File: src/rtl/can_xcvr_map.svh
// Timing constants and cycle counts for the transceiver mode control
// Notes on behaviour
// - After power-up the transceiver starts in off mode, no driving, no reception.
// - Off mode can be commanded in every chip operating mode.
// - In off mode bus wake-up patterns are ignored, no wake indication.
// - Normal mode only by command and only while the chip is in normal mode.
// - In normal mode the driver is dominant for low transmit input, recessive for high.
// - A low during the enable delay is not sent; only the next dominant bit is.
// - Received bus state is presented as a digital level on the receive output.
// - A receive-only mode lets software observe the bus without transmitting.
// - In wake-capable mode a bus message wakes the system.
// - Wake-capable mode can be selected before the chip goes to sleep.
// - Transmit and receive paths carry bit rates up to 2 Mbaud.
// - The physical layer tolerates flexible-data-rate frames without filtering them.
// - Receive-only keeps driver off, reception on; selectable in chip normal and stop.
// - After a bus wake-up the receive output stays low until the mode changes or the chip enters stop, sleep or failsafe.
// - Wake needs two dominant phases of valid length with a valid recessive between.
// - Transmit dominant beyond time-out forces recessive, sets failure flag, recovers.
`ifndef CAN_XCVR_MAP_SVH
`define CAN_XCVR_MAP_SVH

`define CLK_PERIOD_NS 20
// Enable delay, least time
`define T_CAN_EN_US 200
// Transmit dominant time-out, least time
`define T_TXD_TO_US 4500
// Wake phase bounds: least and longest
`define T_WAKE1_NS 500
`define T_WAKE2_NS 1800

// Least times round up, longest times round down
`define EN_DELAY_CYCLES ((`T_CAN_EN_US * 1000 + `CLK_PERIOD_NS - 1) / `CLK_PERIOD_NS)
`define TXD_TO_CYCLES ((`T_TXD_TO_US * 1000 + `CLK_PERIOD_NS - 1) / `CLK_PERIOD_NS)
`define WAKE_MIN_CYCLES ((`T_WAKE1_NS + `CLK_PERIOD_NS - 1) / `CLK_PERIOD_NS)
`define WAKE_MAX_CYCLES (`T_WAKE2_NS / `CLK_PERIOD_NS)

// Command buffer depth is fixed at two entries
`define CMD_BUF_DEPTH 2

`endif

File: src/rtl/can_xcvr_pkg.sv
// Types shared by the transceiver mode control and its command buffer
package can_xcvr_pkg;

    // Transceiver modes, also the command code
    typedef enum logic [1:0] {
        XM_OFF,
        XM_NORMAL,
        XM_RXONLY,
        XM_WAKE
    } xcvr_mode_e;

    // Operating mode of the surrounding chip
    typedef enum logic [2:0] {
        CM_NORMAL,
        CM_STOP,
        CM_SLEEP,
        CM_RESTART,
        CM_FAILSAFE
    } chip_mode_e;

    // Wake pattern detector progress
    typedef enum logic [1:0] {
        WK_IDLE,
        WK_DOM1,
        WK_REC,
        WK_DOM2
    } wake_state_e;

endpackage

File: src/rtl/two_entry_buffer.sv
// Two-entry valid/ready buffer for mode commands
`timescale 1ns/10ps
`include "can_xcvr_map.svh"
module two_entry_buffer #(
    parameter int WIDTH = 2
) (
    input wire logic clock_in,
    input wire logic reset_n_in,
    input wire logic in_valid_in,
    input wire logic [WIDTH-1:0] in_data_in,
    output logic in_ready_out,
    output logic out_valid_out,
    output logic [WIDTH-1:0] out_data_out,
    input wire logic out_ready_in
);
    import can_xcvr_pkg::*;

    generate
        if (WIDTH < 1) begin : g_bad_width
            $error("two_entry_buffer: WIDTH must be at least 1");
        end
    endgenerate

    logic [WIDTH-1:0] store [`CMD_BUF_DEPTH];
    logic wr_ptr;
    logic rd_ptr;
    logic [1:0] count;
    logic [1:0] next_count;
    wire push = in_valid_in && in_ready_out;
    wire pop = out_valid_out && out_ready_in;

    // Occupancy; flags are registered so the ports come from flops
    assign next_count = count + {1'b0, push} - {1'b0, pop};
    assign out_data_out = store[rd_ptr];

    always_ff @(posedge clock_in or negedge reset_n_in) begin
        if (!reset_n_in) begin
            count <= 2'h0;
            wr_ptr <= 1'b0;
            rd_ptr <= 1'b0;
            in_ready_out <= 1'b1;
            out_valid_out <= 1'b0;
        end else begin
            count <= next_count;
            wr_ptr <= wr_ptr ^ push;
            rd_ptr <= rd_ptr ^ pop;
            in_ready_out <= (next_count != 2'(`CMD_BUF_DEPTH));
            out_valid_out <= (next_count != 2'h0);
        end
    end

    // One write port per entry
    genvar i;
    generate
        for (i = 0; i < `CMD_BUF_DEPTH; i++) begin : g_entry
            always_ff @(posedge clock_in or negedge reset_n_in) begin
                if (!reset_n_in) begin
                    store[i] <= '0;
                end else if (push && (wr_ptr == 1'(i))) begin
                    store[i] <= in_data_in;
                end
            end
        end
    endgenerate

endmodule

File: src/rtl/can_transceiver_mode_ctrl.sv
// Mode control and digital pin behaviour of a CAN FD transceiver
`timescale 1ns/10ps
`include "can_xcvr_map.svh"
module can_transceiver_mode_ctrl #(
    parameter int EN_CYCLES = `EN_DELAY_CYCLES,
    parameter int TXD_TO_CYCLES = `TXD_TO_CYCLES,
    parameter int WAKE_MIN_CYCLES = `WAKE_MIN_CYCLES,
    parameter int WAKE_MAX_CYCLES = `WAKE_MAX_CYCLES
) (
    input wire logic clock_in,
    input wire logic reset_n_in,
    input can_xcvr_pkg::chip_mode_e chip_mode_in,
    input wire logic cmd_valid_in,
    input can_xcvr_pkg::xcvr_mode_e cmd_mode_in,
    output logic cmd_ready_out,
    input wire logic tx_data_in,
    input wire logic bus_level_in,
    input wire logic fail_clear_in,
    output logic rx_data_out,
    output logic drv_enable_out,
    output logic drv_dominant_out,
    output can_xcvr_pkg::xcvr_mode_e mode_out,
    output logic tx_fail_out,
    output logic wake_out
);
    import can_xcvr_pkg::*;

    localparam int EW = $clog2(EN_CYCLES + 1);
    localparam int TW = $clog2(TXD_TO_CYCLES + 1);
    localparam int WW = $clog2(WAKE_MAX_CYCLES + 1);

    generate
        if (EN_CYCLES < 1 || TXD_TO_CYCLES < 1 || WAKE_MIN_CYCLES < 1 ||
            WAKE_MAX_CYCLES <= WAKE_MIN_CYCLES) begin : g_bad_timing
            $error("can_transceiver_mode_ctrl: timing parameters out of range");
        end
    endgenerate

    // Command path through the two-entry buffer
    logic [$bits(xcvr_mode_e)-1:0] buf_data;
    logic buf_valid;
    wire buf_ready;
    wire xcvr_mode_e buf_cmd = xcvr_mode_e'(buf_data);

    two_entry_buffer #(
        .WIDTH($bits(xcvr_mode_e))
    ) u_cmd_buf (
        .clock_in(clock_in),
        .reset_n_in(reset_n_in),
        .in_valid_in(cmd_valid_in),
        .in_data_in(cmd_mode_in),
        .in_ready_out(cmd_ready_out),
        .out_valid_out(buf_valid),
        .out_data_out(buf_data),
        .out_ready_in(buf_ready)
    );

    xcvr_mode_e mode;
    xcvr_mode_e next_mode;
    chip_mode_e chip_prev;
    logic [EW-1:0] en_cnt;
    logic armed;
    logic [TW-1:0] dom_cnt;
    wake_state_e wk_state;
    logic [WW-1:0] ph_cnt;
    logic bus_prev;
    logic woken;

    // Chip mode decode and entry edges
    wire chip_normal = (chip_mode_in == CM_NORMAL);
    wire chip_stop = (chip_mode_in == CM_STOP);
    wire chip_changed = (chip_mode_in != chip_prev);
    wire fs_entry = chip_changed && (chip_mode_in == CM_FAILSAFE);
    wire rearm = chip_changed && (chip_stop || chip_mode_in == CM_SLEEP ||
                                  chip_mode_in == CM_FAILSAFE);

    // Command legality per chip mode
    wire cmd_legal = (buf_cmd == XM_OFF) ||
                     (buf_cmd == XM_WAKE) ||
                     (buf_cmd == XM_NORMAL && chip_normal) ||
                     (buf_cmd == XM_RXONLY && (chip_normal || chip_stop));

    // Commands wait while the enable delay runs; a short stall beats losing one
    wire en_done = (en_cnt == EW'(EN_CYCLES));
    assign buf_ready = !(mode == XM_NORMAL && !en_done);
    wire take = buf_valid && buf_ready;

    // Modes the chip no longer supports fall back to wake-capable
    wire forced = fs_entry ||
                  (mode == XM_NORMAL && !chip_normal) ||
                  (mode == XM_RXONLY && !(chip_normal || chip_stop));
    assign next_mode = forced ? XM_WAKE :
                       (take && cmd_legal) ? buf_cmd : mode;
    wire mode_change = (next_mode != mode);

    // Mode register; off from power-up
    always_ff @(posedge clock_in or negedge reset_n_in) begin
        if (!reset_n_in) begin
            mode <= XM_OFF;
            chip_prev <= CM_NORMAL;
        end else begin
            mode <= next_mode;
            chip_prev <= chip_mode_in;
        end
    end

    // Enable delay counter restarts on every mode change
    always_ff @(posedge clock_in or negedge reset_n_in) begin
        if (!reset_n_in) begin
            en_cnt <= '0;
        end else if (mode_change) begin
            en_cnt <= '0;
        end else if (mode == XM_NORMAL && !en_done) begin
            en_cnt <= en_cnt + EW'(1);
        end
    end

    // Arm only on a high input after the delay; a held-over low is never sent
    always_ff @(posedge clock_in or negedge reset_n_in) begin
        if (!reset_n_in) begin
            armed <= 1'b0;
        end else if (mode_change || mode != XM_NORMAL) begin
            armed <= 1'b0;
        end else if (en_done && tx_data_in) begin
            armed <= 1'b1;
        end
    end

    // Dominant time-out counter, cleared by any recessive input
    wire to_hit = (dom_cnt == TW'(TXD_TO_CYCLES));
    wire tx_low = armed && !tx_data_in;
    always_ff @(posedge clock_in or negedge reset_n_in) begin
        if (!reset_n_in) begin
            dom_cnt <= '0;
        end else if (!tx_low || mode != XM_NORMAL) begin
            dom_cnt <= '0;
        end else if (!to_hit) begin
            dom_cnt <= dom_cnt + TW'(1);
        end
    end

    // Driver path; one flop stage keeps the delay far below a 2 Mbaud bit
    wire next_dominant = (mode == XM_NORMAL) && tx_low && !to_hit;
    wire fail_set = (mode == XM_NORMAL) && tx_low && to_hit;
    always_ff @(posedge clock_in or negedge reset_n_in) begin
        if (!reset_n_in) begin
            drv_dominant_out <= 1'b0;
            drv_enable_out <= 1'b0;
            tx_fail_out <= 1'b0;
        end else begin
            drv_dominant_out <= next_dominant;
            drv_enable_out <= (mode == XM_NORMAL);
            tx_fail_out <= fail_set || (tx_fail_out && !fail_clear_in);
        end
    end

    // Wake pattern phase measurement; counter saturates at the long bound
    wire bus_edge = (bus_level_in != bus_prev);
    wire ph_ok = (ph_cnt >= WW'(WAKE_MIN_CYCLES)) && (ph_cnt < WW'(WAKE_MAX_CYCLES));
    wire ph_long = (ph_cnt == WW'(WAKE_MAX_CYCLES));
    wire rec_ok = (ph_cnt > WW'(WAKE_MIN_CYCLES)) && !ph_long;
    wire watching = (mode == XM_WAKE) && !woken && !mode_change;
    wire wake_det = watching && (wk_state == WK_DOM2) && !bus_level_in &&
                    (ph_cnt >= WW'(WAKE_MIN_CYCLES));

    always_ff @(posedge clock_in or negedge reset_n_in) begin
        if (!reset_n_in) begin
            bus_prev <= 1'b1;
            ph_cnt <= '0;
        end else begin
            bus_prev <= bus_level_in;
            ph_cnt <= bus_edge ? WW'(1) : (ph_long ? ph_cnt : ph_cnt + WW'(1));
        end
    end

    // Two dominant phases with a recessive gap; first dominant in the window, gap in it but not at the least bound, second dominant needs only the least bound
    always_ff @(posedge clock_in or negedge reset_n_in) begin
        if (!reset_n_in) begin
            wk_state <= WK_IDLE;
        end else if (!watching || wake_det) begin
            wk_state <= WK_IDLE;
        end else begin
            unique case (wk_state)
                WK_IDLE: begin
                    if (!bus_level_in && bus_edge) begin
                        wk_state <= WK_DOM1;
                    end
                end
                WK_DOM1: begin
                    if (bus_level_in) begin
                        wk_state <= ph_ok ? WK_REC : WK_IDLE;
                    end
                end
                WK_REC: begin
                    if (!bus_level_in) begin
                        wk_state <= rec_ok ? WK_DOM2 : WK_DOM1;
                    end else if (ph_long) begin
                        wk_state <= WK_IDLE;
                    end
                end
                WK_DOM2: begin
                    if (bus_level_in || ph_long) begin
                        wk_state <= WK_IDLE;
                    end
                end
            endcase
        end
    end

    // Woken flag holds until mode change or chip rearm; detection wins
    always_ff @(posedge clock_in or negedge reset_n_in) begin
        if (!reset_n_in) begin
            woken <= 1'b0;
            wake_out <= 1'b0;
        end else begin
            woken <= wake_det || (woken && !mode_change && !rearm);
            wake_out <= wake_det;
        end
    end

    // Receive pin: no filtering so short FD bits pass unchanged
    wire next_rx = (mode == XM_OFF) ? 1'b1 :
                   (mode == XM_WAKE) ? !woken : bus_level_in;
    always_ff @(posedge clock_in or negedge reset_n_in) begin
        if (!reset_n_in) begin
            rx_data_out <= 1'b1;
            mode_out <= XM_OFF;
        end else begin
            rx_data_out <= next_rx;
            mode_out <= next_mode;
        end
    end

    // Checks on the behaviour above
    AST_RESET_OFF: assert property (@(posedge clock_in) disable iff (!reset_n_in)
        $rose(reset_n_in) |-> (mode == XM_OFF) && !drv_enable_out)
        else $error("Mode not off after reset");

    AST_OFF_ANYTIME: assert property (@(posedge clock_in) disable iff (!reset_n_in)
        (take && buf_cmd == XM_OFF && !forced) |=> (mode == XM_OFF))
        else $error("Off command not obeyed");

    AST_OFF_NO_WAKE: assert property (@(posedge clock_in) disable iff (!reset_n_in)
        (mode == XM_OFF) |=> !wake_out ##0 !woken)
        else $error("Wake reported in off mode");

    AST_NORMAL_ENTRY: assert property (@(posedge clock_in) disable iff (!reset_n_in)
        ($changed(mode) && mode == XM_NORMAL) |->
            $past(chip_mode_in) == CM_NORMAL && $past(take))
        else $error("Normal mode entered without command in chip normal");

    AST_TX_FOLLOW: assert property (@(posedge clock_in) disable iff (!reset_n_in)
        (mode == XM_NORMAL && armed && !to_hit) |=> (drv_dominant_out == !$past(tx_data_in)))
        else $error("Driver does not follow transmit input");

    AST_DELAY_MASK: assert property (@(posedge clock_in) disable iff (!reset_n_in)
        (mode == XM_NORMAL && !en_done) |=> !drv_dominant_out)
        else $error("Dominant driven during enable delay");

    AST_ARM_HIGH: assert property (@(posedge clock_in) disable iff (!reset_n_in)
        $rose(armed) |-> $past(tx_data_in) && $past(en_done))
        else $error("Transmit armed without high input after delay");

    AST_RXONLY: assert property (@(posedge clock_in) disable iff (!reset_n_in)
        (mode == XM_RXONLY) |=> !drv_enable_out && !drv_dominant_out &&
            rx_data_out == $past(bus_level_in))
        else $error("Receive-only mode drives or does not receive");

    AST_WAKE_HOLD: assert property (@(posedge clock_in) disable iff (!reset_n_in)
        (woken && mode == XM_WAKE) |=> !rx_data_out)
        else $error("Receive output not low after wake");

    AST_WAKE_SRC: assert property (@(posedge clock_in) disable iff (!reset_n_in)
        $rose(wake_out) |-> $past(wk_state) == WK_DOM2 &&
            $past(ph_cnt) >= WW'(WAKE_MIN_CYCLES))
        else $error("Wake without full pattern");

    AST_TIMEOUT: assert property (@(posedge clock_in) disable iff (!reset_n_in)
        fail_set |=> !drv_dominant_out && tx_fail_out)
        else $error("Time-out did not force recessive and flag");

    AST_NO_DRIVE_IDLE: assert property (@(posedge clock_in) disable iff (!reset_n_in)
        (mode != XM_NORMAL) |=> !drv_dominant_out && !drv_enable_out)
        else $error("Driver active outside normal mode");

    AST_WAKE_PULSE: assert property (@(posedge clock_in) disable iff (!reset_n_in)
        wake_out |=> !wake_out)
        else $error("Wake pulse longer than one cycle");

    AST_FAIL_STICKY: assert property (@(posedge clock_in) disable iff (!reset_n_in)
        (tx_fail_out && !fail_clear_in) |=> tx_fail_out)
        else $error("Failure flag lost without clear");

    COV_WAKE: cover property (@(posedge clock_in) disable iff (!reset_n_in)
        $rose(wake_out));
    COV_TIMEOUT: cover property (@(posedge clock_in) disable iff (!reset_n_in)
        $rose(tx_fail_out));
    COV_ARMED_TX: cover property (@(posedge clock_in) disable iff (!reset_n_in)
        armed ##1 drv_dominant_out);
    COV_RXONLY: cover property (@(posedge clock_in) disable iff (!reset_n_in)
        $changed(mode) && mode == XM_RXONLY);
    COV_FAILSAFE_WAKE: cover property (@(posedge clock_in) disable iff (!reset_n_in)
        fs_entry ##1 (mode == XM_WAKE));

endmodule

File: config.mk
export PLATFORM = sky130hd
export DESIGN_NAME = can_transceiver_mode_ctrl
export DESIGN_NICKNAME = d
export VERILOG_FILES = /design/src/rtl/can_xcvr_pkg.sv /design/src/rtl/two_entry_buffer.sv /design/src/rtl/can_transceiver_mode_ctrl.sv
export VERILOG_INCLUDE_DIRS = /design/src /design/src/rtl
export SDC_FILE = /design/constraint.sdc
export NUM_CORES = 1
export LEC_CHECK = 0
export ABC_CLOCK_PERIOD_IN_PS = 2670
export BUFFER_PORTS_ARGS = -buffer_cell sky130_fd_sc_hd__buf_2
export CORE_MARGIN = 2
export CORE_UTILIZATION = 37
export CTS_CLUSTER_SIZE = 14
export DETAILED_ROUTE_END_ITERATION = 8
export SETUP_SLACK_MARGIN = 0.05
export SKIP_CTS_REPAIR_TIMING = 1
export SLEW_MARGIN = 20
export SYNTH_ARGS = -nofsm -noshare
export SYNTH_HDL_FRONTEND = slang
export SYNTH_SLANG_ARGS = --single-unit
File: constraint.sdc
create_clock -name clock_in -period 2.67 [get_ports clock_in]
set_clock_uncertainty 0.1 [all_clocks]
set_input_delay 0.6675 -clock clock_in [delete_from_list [all_inputs] [get_ports clock_in]]
set_output_delay 0.6675 -clock clock_in [all_outputs]
set_load 0.05 [all_outputs]
==> results of run 1 <==
cell type report:
class,count,area [µm²]
Timing Repair Buffer,27,170.2
Multi-Input combinational cell,247,1659
Inverter,21,78.83
Fill cell,843,4928
Sequential cell,64,1605
Tap cell,108,135.1
Clock buffer,10,137.6
Clock inverter,6,91.34
state kept, by name, summed over array words and instances (netlist names), 2 cells and up:
register	flops
wk_state	2
mode_out	2
en_cnt	14
u_cmd_buf.count	2
u_cmd_buf.store	4
dom_cnt	18
ph_cnt	7
chip_prev	3
power groups by stage:
stage	logic, W	clock network (W)	registers [W]
5_1_grt	0.00132	0.00103	0.00123
2_1_floorplan	0.000810	0	0.00130
4_1_cts	0.00119	0.000981	0.00121
3_3_place_gp	0.00116	0	0.00122
3_5_place_dp	0.00118	0	0.00123
6_report	0.00116	0.000961	0.00121
logic make-up after synthesis:
group	Yosys count
flops	64
mux	8
xor+xnor	36
buf+inv	31
fa+ha+maj	14
simple gates	149
compound gates	40
per-stage QoR:
stage	cells	hold WS, ns	total power (W)	setup slack, ns
2_1_floorplan	342	0.2719	0.002111	0.09587
3_3_place_gp	467	0.3952	0.002379	0.2472
3_5_place_dp	467	0.3980	0.002406	0.1750
4_1_cts	483	0.3061	0.003376	0.1720
5_1_grt	483	0.3293	0.003583	0.07009
6_report	483	0.2822	0.003330	0.2047
per-layer routing:
| metal | global-route usage (%) | wire length, µm | vias to the layer above |
|---|---|---|---|
| met5 | 0 | 0 | - |
| met4 | 5.690 | 55 | 0 |
| met3 | 3.865 | 158 | 5 |
| met2 | 21.78 | 2938 | 25 |
| met1 | 20.10 | 3176 | 1142 |
| li1 | - | - | 1233 |
critical path: stages (launching register included):
cell and delay, ns:
dfrtp_1 0.42, inv_1 0.06, ha_1 0.19, and4bb_2 0.26, a41oi_4 0.20, nor2_2 0.07, ha_1 0.27, inv_1 0.04
ha_1 0.19, xor2_1 0.15, xnor2_1 0.15, or2_2 0.28
cell usage in the layout (no fill, tap or decap), drive strengths merged, types with 3 or more instances in the layout:
cell type and instances:
nor4b 3, and3 5, xor2 18, xnor2 18
a31oi 3, nor4 5, and2 8, nand2b 5
dfstp 3, inv 22, mux2i 4, o21ai 14
clkinvlp 3, buf 27, nand3 14, or3 5
and4 6, clkbuf 10, ha 14, nor2 50
nor3 3, nand4 9, dfrtp 61, mux2 4
nand2 26, a21oi 7
worst min-delay path by stage:
stage | end | slack [ns] | startpoint
finish | ph_cnt[3] | 0.28 | reset_n_in
global route | ph_cnt[3] | 0.33 | reset_n_in
CTS | ph_cnt[3] | 0.31 | reset_n_in
detailed placement | u_cmd_buf.store[3] | 0.40 | u_cmd_buf.store[3]
global placement | u_cmd_buf.store[2] | 0.40 | u_cmd_buf.store[2]
floorplan | armed | 0.27 | reset_n_in
==> run metrics, run 1 <==
status finished clean; proportion of layout cells with a drive suffix above 1 15.73%; CP Data Arrival Time 2.64 ns; placed cell areas 3646 µm²; post-synthesis mux area share 2.508%; Post-Synth Adder-Cell Area 5.164%; Gate power share 34.9%; Ports 19; HPWL after DPL 4509 µm; worst r2r dst u_cmd_buf.in_ready_out; Routed WL per cell 13.10 µm; CTS Sinks 64; Max Root-Sink Buffers 2; P_sw 0.001173 W; sequential fraction of the synthesis area 47.33%; Post-synth EDFFs 0; setup TNS 0 ns; top cell type's share of synthesized area 45.00%; Area contributors post-synth dfrtp_1 (45%), nor2_1 (5.5%), ha_1 (5.2%), xnor2_1 (4.6%), xor2_1 (4.6%); Clock Power Share 28.9%; maximum number of pins on one net before global-route repair 32; PortBufs 18; Most used DFF post-synth dfrtp_1; post-layout util 44.03%; Final period util 92.33%; Max Clk Rate 405.6 MHz; Worst R2R Path Depth 11; crit path capture type flop; Critical Path Sink u_cmd_buf.in_ready_out; Req. time, crit path 2.84 ns; core area 8806 µm²; Syn Inst Count 342; top fanout value on the critical path 5; vias in the first global route 2,366; Die Ht 99.75 µm; Seq cells post-synth 64; Slew Limit Fails 0; FP Rows 34; most common cell in the netlist dfrtp_1; worst reg2reg startpoint en_cnt[0]; worst rel slew slack 51.09%; number of diodes 0; syn_nets 367; Final #Nets 395; Post-Synth Simple-Gate Area 23.16%; Reg2Reg Setup Slack 0.20 ns; initial antenna violation count 0; type of origin of the critical path flop; Power Internal 0.002158 W; RSZ-0062 raised after global routing no; final setup violation count 0; Reg clk slew, reported paths 0.08 ns; YS warnings 0; Cell variety after synth 51; complex-gate fraction of the synthesized area 8.705%; initial core utilization 38.52%; leading area contributor after synthesis dfrtp_1; 1st-iter DRT viols 102; power density cells 858.9 nW/µm²; final instance area 3877 µm²; Overall Global Routing Usage 14.53%; Die X 99.75 µm; Final Critical Period 2.465 ns; Slew @ Worst Pin 0.7336 ns; xor/xnor share of the synthesized area 9.295%; first-pass GRT wire length 11,390 µm; top cells by count, synth dfrtp_1 (61), nor2_1 (50), nand2_1 (26); Fin. Hold Viols 0; area grow syn2layout 14.31%; Antenna Nets Post-Route 0; largest family of logic cells by synthesized area simple AND/OR/NAND/NOR gates; Syn Area/Cell 9.918 µm²; min-delay worst type in2async; switching part of the total power 35.21%; Root Driver clkbuf_8; vias 2,405; H-tree depth 3; Worst-Skew Late Latency 0.35 ns; Post-synth ARST share 100.0%; router iterations before antenna repair 5; CP startpoint en_cnt[0]; peak supply drop 0.7119 mV; die footprint 9949 µm²; sequential fraction of design power 36.2%; WS Path Type reg2reg; TritonCTS clock tree done; wire length reported by the detailed router 6329 µm; area of the mapped netlist 3392 µm²; Leak Pwr 1.703 nW; drt drc 0; grt ovf 0; via density per instance 4.979; gpl congestion 0.8038; total CTS buffers 9; maxcap violations 0
Power figures use the tool's default switching activity.
==> run 2, diff against run 1 <==
- ABC_CLOCK_PERIOD_IN_PS: 2670 -> 3000
- clock period: 2.67 -> 3 ns (I/O delays scaled with it)
==> run metrics, run 2 (same netlist as run 1, synthesis figures left out) <==
gpl congestion 0.7499; first-pass GRT wire length 11,330 µm; Slew @ Worst Pin 0.7476 ns; Slew Limit Fails 0; 1st-iter DRT viols 106; initial core utilization 38.52%; Root Driver clkbuf_8; wire length reported by the detailed router 6221 µm; final setup violation count 0; vias 2,409; Final Critical Period 2.643 ns; total power 0.002907 W; drt drc 0; Critical Path Sink u_cmd_buf.in_ready_out; TritonCTS clock tree done; HPWL after DPL 4391 µm; area grow syn2layout 12.62%; Largest register FFs 18; vias in the first global route 2,345; Crit path largest cell delay 0.42 ns; worst rel slew slack 50.02%; grt ovf 0; Routed WL per cell 13.10 µm; delay-heaviest family, CP adder cells; Ports 19; Antenna Nets Post-Route 0; min-delay worst type in2async; Final period util 88.09%; Req. time, crit path 3.17 ns; final instance area 3820 µm²; number of diodes 0; maxcap violations 0; setup TNS 0 ns; type of origin of the critical path flop; critical path's slowest cell dfrtp_1; Setup WS pre-CTS 0.3399 ns; initial antenna violation count 0; Fin. Hold Viols 0; via density per instance 5.072; FP Rows 34; crit path cell chain inv_1, ha_1, and4bb_2, a41oi_4, nor2_1, ha_1, inv_1, ha_1, xor2_1, xnor2_1, or2_2; most used cell, CP ha_1; Reg2Reg Setup Slack 0.36 ns; Die X 99.75 µm; CP Data Arrival Time 2.81 ns; Overall Global Routing Usage 14.27%; Max Clk Rate 378.4 MHz; H-tree depth 3; top fanout value on the critical path 8; Critical Path Stages 11; router iterations before antenna repair 4; maximum number of pins on one net before global-route repair 28; worst path bufs/invs 2; RSZ-0062 raised after global routing no; worst r2r dst u_cmd_buf.in_ready_out; WS Path Type reg2reg; proportion of layout cells with a drive suffix above 1 13.62%; status finished clean; Die Ht 99.75 µm; Worst-Skew Late Latency 0.34 ns; Final #Nets 388; peak supply drop 0.5026 mV; Max Root-Sink Buffers 2; CP startpoint en_cnt[0]; placed cell areas 3581 µm²; Worst R2R Path Depth 11; Reg clk slew, reported paths 0.07 ns; PortBufs 18; most frequent cells in the layout dfrtp_1 (61), nor2_1 (50), nand2_1 (26); most common cell after layout, fill and taps aside dfrtp_1; worst reg2reg startpoint en_cnt[0]; setup slack after layout 0.3572 ns; crit path capture type flop; power density cells 760.9 nW/µm²; die footprint 9949 µm²; core area 8806 µm²; Largest Register dom_cnt; Leak Pwr 1.681 nW; Regs by FF count dom_cnt x18, en_cnt x14, ph_cnt x7; CTS Sinks 64; total CTS buffers 9
## run 2: changes by cell type in the layout (fill, tap and decap cells not counted), sizes merged
cell,before,now
clkinvlp,3,0
buf,27,20
inv,22,21
clkbuf,10,13
## run 2: layer usage
layer	vias to the layer above	global-route usage [%]	routed length, µm
met3	7	3.654	159
li1	1220	-	-
met1	1157	20.21	3155
met4	0	5.374	94
met5	-	0	0
met2	25	21.05	2812
## run 2: worst min-delay path by stage
stage | startpoint | endpoint | slack (ns) | cells after the start
floorplan | reset_n_in | armed | 0.35 | 0
global placement | u_cmd_buf.store[0] | u_cmd_buf.store[0] | 0.40 | 1
detailed placement | u_cmd_buf.store[2] | u_cmd_buf.store[2] | 0.40 | 1
CTS | reset_n_in | ph_cnt[2] | 0.32 | 1
global route | reset_n_in | ph_cnt[5] | 0.35 | 1
finish | reset_n_in | ph_cnt[2] | 0.31 | 1
## run 2: area by class of cell
type	instances	area [µm²]
Fill cell	842	4986
Multi-Input combinational cell	247	1657
Sequential cell	64	1605
Clock buffer	13	178.9
Tap cell	108	135.1
Timing Repair Buffer	20	105.1
Inverter	21	78.83
Clock inverter	2	60.06
## run 2: power breakdown
group / internal, W / switching (W)
Combinational: 0.000361 / 0.000563
Sequential: 0.000992 / 0.000110
Clock: 0.000555 / 0.000325
## run 2: per-stage QoR
step | utilization [%] | hold slack [ns] | std cells
floorplan | - | 0.3544 | 342
global placement | 40.67 | 0.3962 | 460
detailed placement | 40.67 | 0.3980 | 460
CTS | 43.38 | 0.3217 | 475
global route | 43.38 | 0.3474 | 475
finish | 43.38 | 0.3065 | 475
==> run 3, diff against run 2 <==
- ABC_AREA: default -> 1
==> run metrics, run 3 <==
sequential fraction of the synthesis area 46.30%; Ports 19; top fanout value on the critical path 10; maxcap violations 0; die footprint 10,160 µm²; HPWL after DPL 4605 µm; Syn Area/Cell 8.415 µm²; proportion of layout cells with a drive suffix above 1 15.77%; Max Clk Rate 406.1 MHz; Max Root-Sink Buffers 2; Overall Global Routing Usage 13.89%; Area contributors post-synth dfrtp_1 (44%), inv_1 (7.4%), nand2_1 (7.0%), ha_1 (5.1%), nor2_1 (4.2%); CP Data Arrival Time 2.58 ns; maximum number of pins on one net before global-route repair 42; Final Critical Period 2.462 ns; final instance area 3889 µm²; most common cell in the netlist inv_1; FP Rows 35; PortBufs 18; top cells by count, synth inv_1 (68), nand2_1 (65), dfrtp_1 (61); peak supply drop 0.3289 mV; Die X 100.8 µm; via density per instance 4.877; Leak Pwr 1.800 nW; most common cell after layout, fill and taps aside inv_1; Reg clk slew, reported paths 0.07 ns; Fin. Hold Viols 0; drt drc 0; Most used DFF post-synth dfrtp_1; Slew Limit Fails 0; Antenna Nets Post-Route 0; core area 9153 µm²; vias in the first global route 2,481; min-delay worst type in2async; CP startpoint en_cnt[0]; TritonCTS clock tree done; Cell variety after synth 45; area of the mapped netlist 3467 µm²; Largest register FFs 18; grt ovf 0; RSZ-0062 raised after global routing no; area grow syn2layout 12.16%; setup TNS 0 ns; worst reg2reg startpoint en_cnt[0]; Regs by FF count dom_cnt x18, en_cnt x14, ph_cnt x7; vias 2,707; most frequent cells in the layout inv_1 (68), nand2_1 (65), dfrtp_1 (61); Post-synth ARST share 100.0%; placed cell areas 3702 µm²; initial antenna violation count 0; syn_nets 437; fillers 907; total CTS buffers 9; 1st-iter DRT viols 109; Worst-Skew Late Latency 0.34 ns; H-tree depth 3; Die Ht 100.8 µm; YS warnings 0; Slew @ Worst Pin 0.5806 ns; Syn Inst Count 412; wire length reported by the detailed router 6348 µm; status finished clean; number of diodes 0; crit path capture type flop; WS Path Type reg2reg; type of origin of the critical path flop; Final #Nets 465; CTS Sinks 64; Post-synth EDFFs 0; gpl congestion 0.8546; power density cells 738.2 nW/µm²; Seq cells post-synth 64; Root Driver clkbuf_8; leading area contributor after synthesis dfrtp_1; Final period util 82.08%; Routed WL per cell 11.44 µm; router iterations before antenna repair 4; top cell type's share of synthesized area 44.03%; Req. time, crit path 3.12 ns; final setup violation count 0; Largest Register dom_cnt; worst rel slew slack 61.29%; initial core utilization 37.88%; first-pass GRT wire length 11,300 µm
## run 3: changes by cell type in the layout (fill, tap and decap cells not counted), moves of 12 or more
cell | previous run | this run
xnor2_1 | 18 | 6
nor3_1 | 3 | 15
inv_1 | 20 | 68
nand2_1 | 26 | 65
xor2_1 | 18 | 6
## run 3: cell families after synthesis
logic type / Yosys count / share of synthesized area (%)
AO/OA/AOI/OAI: 58 / 9.817
XOR/XNOR: 12 / 3.031
adder cells (fa/ha/maj): 14 / 5.052
buffers and inverters: 76 / 8.516
flip-flops: 64 / 46.30
multiplexers: 2 / 0.6495
AND/OR/NAND/NOR: 186 / 26.63
## run 3: power by group
part           leakage, nW  internal, W  switching [W]
clock network       0.0989     0.000398       0.000324
logic                0.859     0.000354       0.000720
registers            0.842     0.000988      0.0000861
total                 1.80      0.00174        0.00113
## run 3: worst max-delay path, cell delays in order (launching register included)
cell	delay, ns
dfrtp_1	0.40
inv_1	0.06
ha_1	0.19
nand2_1	0.06
clkinv_1	0.05
nand2_1	0.07
nor2_2	0.05
nand2_4	0.10
nand2_8	0.08
nand2_4	0.08
inv_1	0.04
ha_1	0.26
inv_1	0.04
ha_1	0.20
xnor2_1	0.18
xnor2_1	0.12
or2_2	0.28
## run 3: routing by layer
layer / vias up / routed length [µm] / track usage [%]
met4: 0 / 83 / 5.058
met3: 5 / 181 / 4.022
met5: - / 0 / 0
met2: 26 / 2876 / 20.62
met1: 1280 / 3207 / 19.27
li1: 1396 / - / -
## run 3: stage by stage
stage	utilization [%]	hold slack [ns]	instances	power (W)	setup slack (ns)
detailed placement	40.45	0.3729	540	0.002171	0.5264
finish	42.49	0.3077	555	0.002871	0.5377
CTS	42.49	0.3186	555	0.002913	0.5135
global placement	40.45	0.3857	540	0.002152	0.5991
floorplan	-	0.3330	412	0.001986	0.5597
global route	42.49	0.3358	555	0.003081	0.3802
## run 3: final timing paths
check,end,slack [ns],cells after the start
setup reg to reg,u_cmd_buf.out_valid_out,0.54,16
setup / recovery,u_cmd_buf.out_valid_out,0.54,16
max in group asynchronous,dom_cnt[8],1.87,2
hold reg to reg,rx_data_out,0.40,1
hold / removal,chip_prev[2],0.31,1
min in group clock_in,rx_data_out,0.40,1
## run 3: area by class of cell
cell class	count	area (µm²)	area share (%)
well taps	111	138.9	3.571
clock buffers	11	141.4	3.636
multi-input cells	272	1567	40.28
inverters	73	274.0	7.046
repair buffers	20	117.6	3.024
clock inverters	4	45.04	1.158
flip-flops and latches	64	1605	41.28
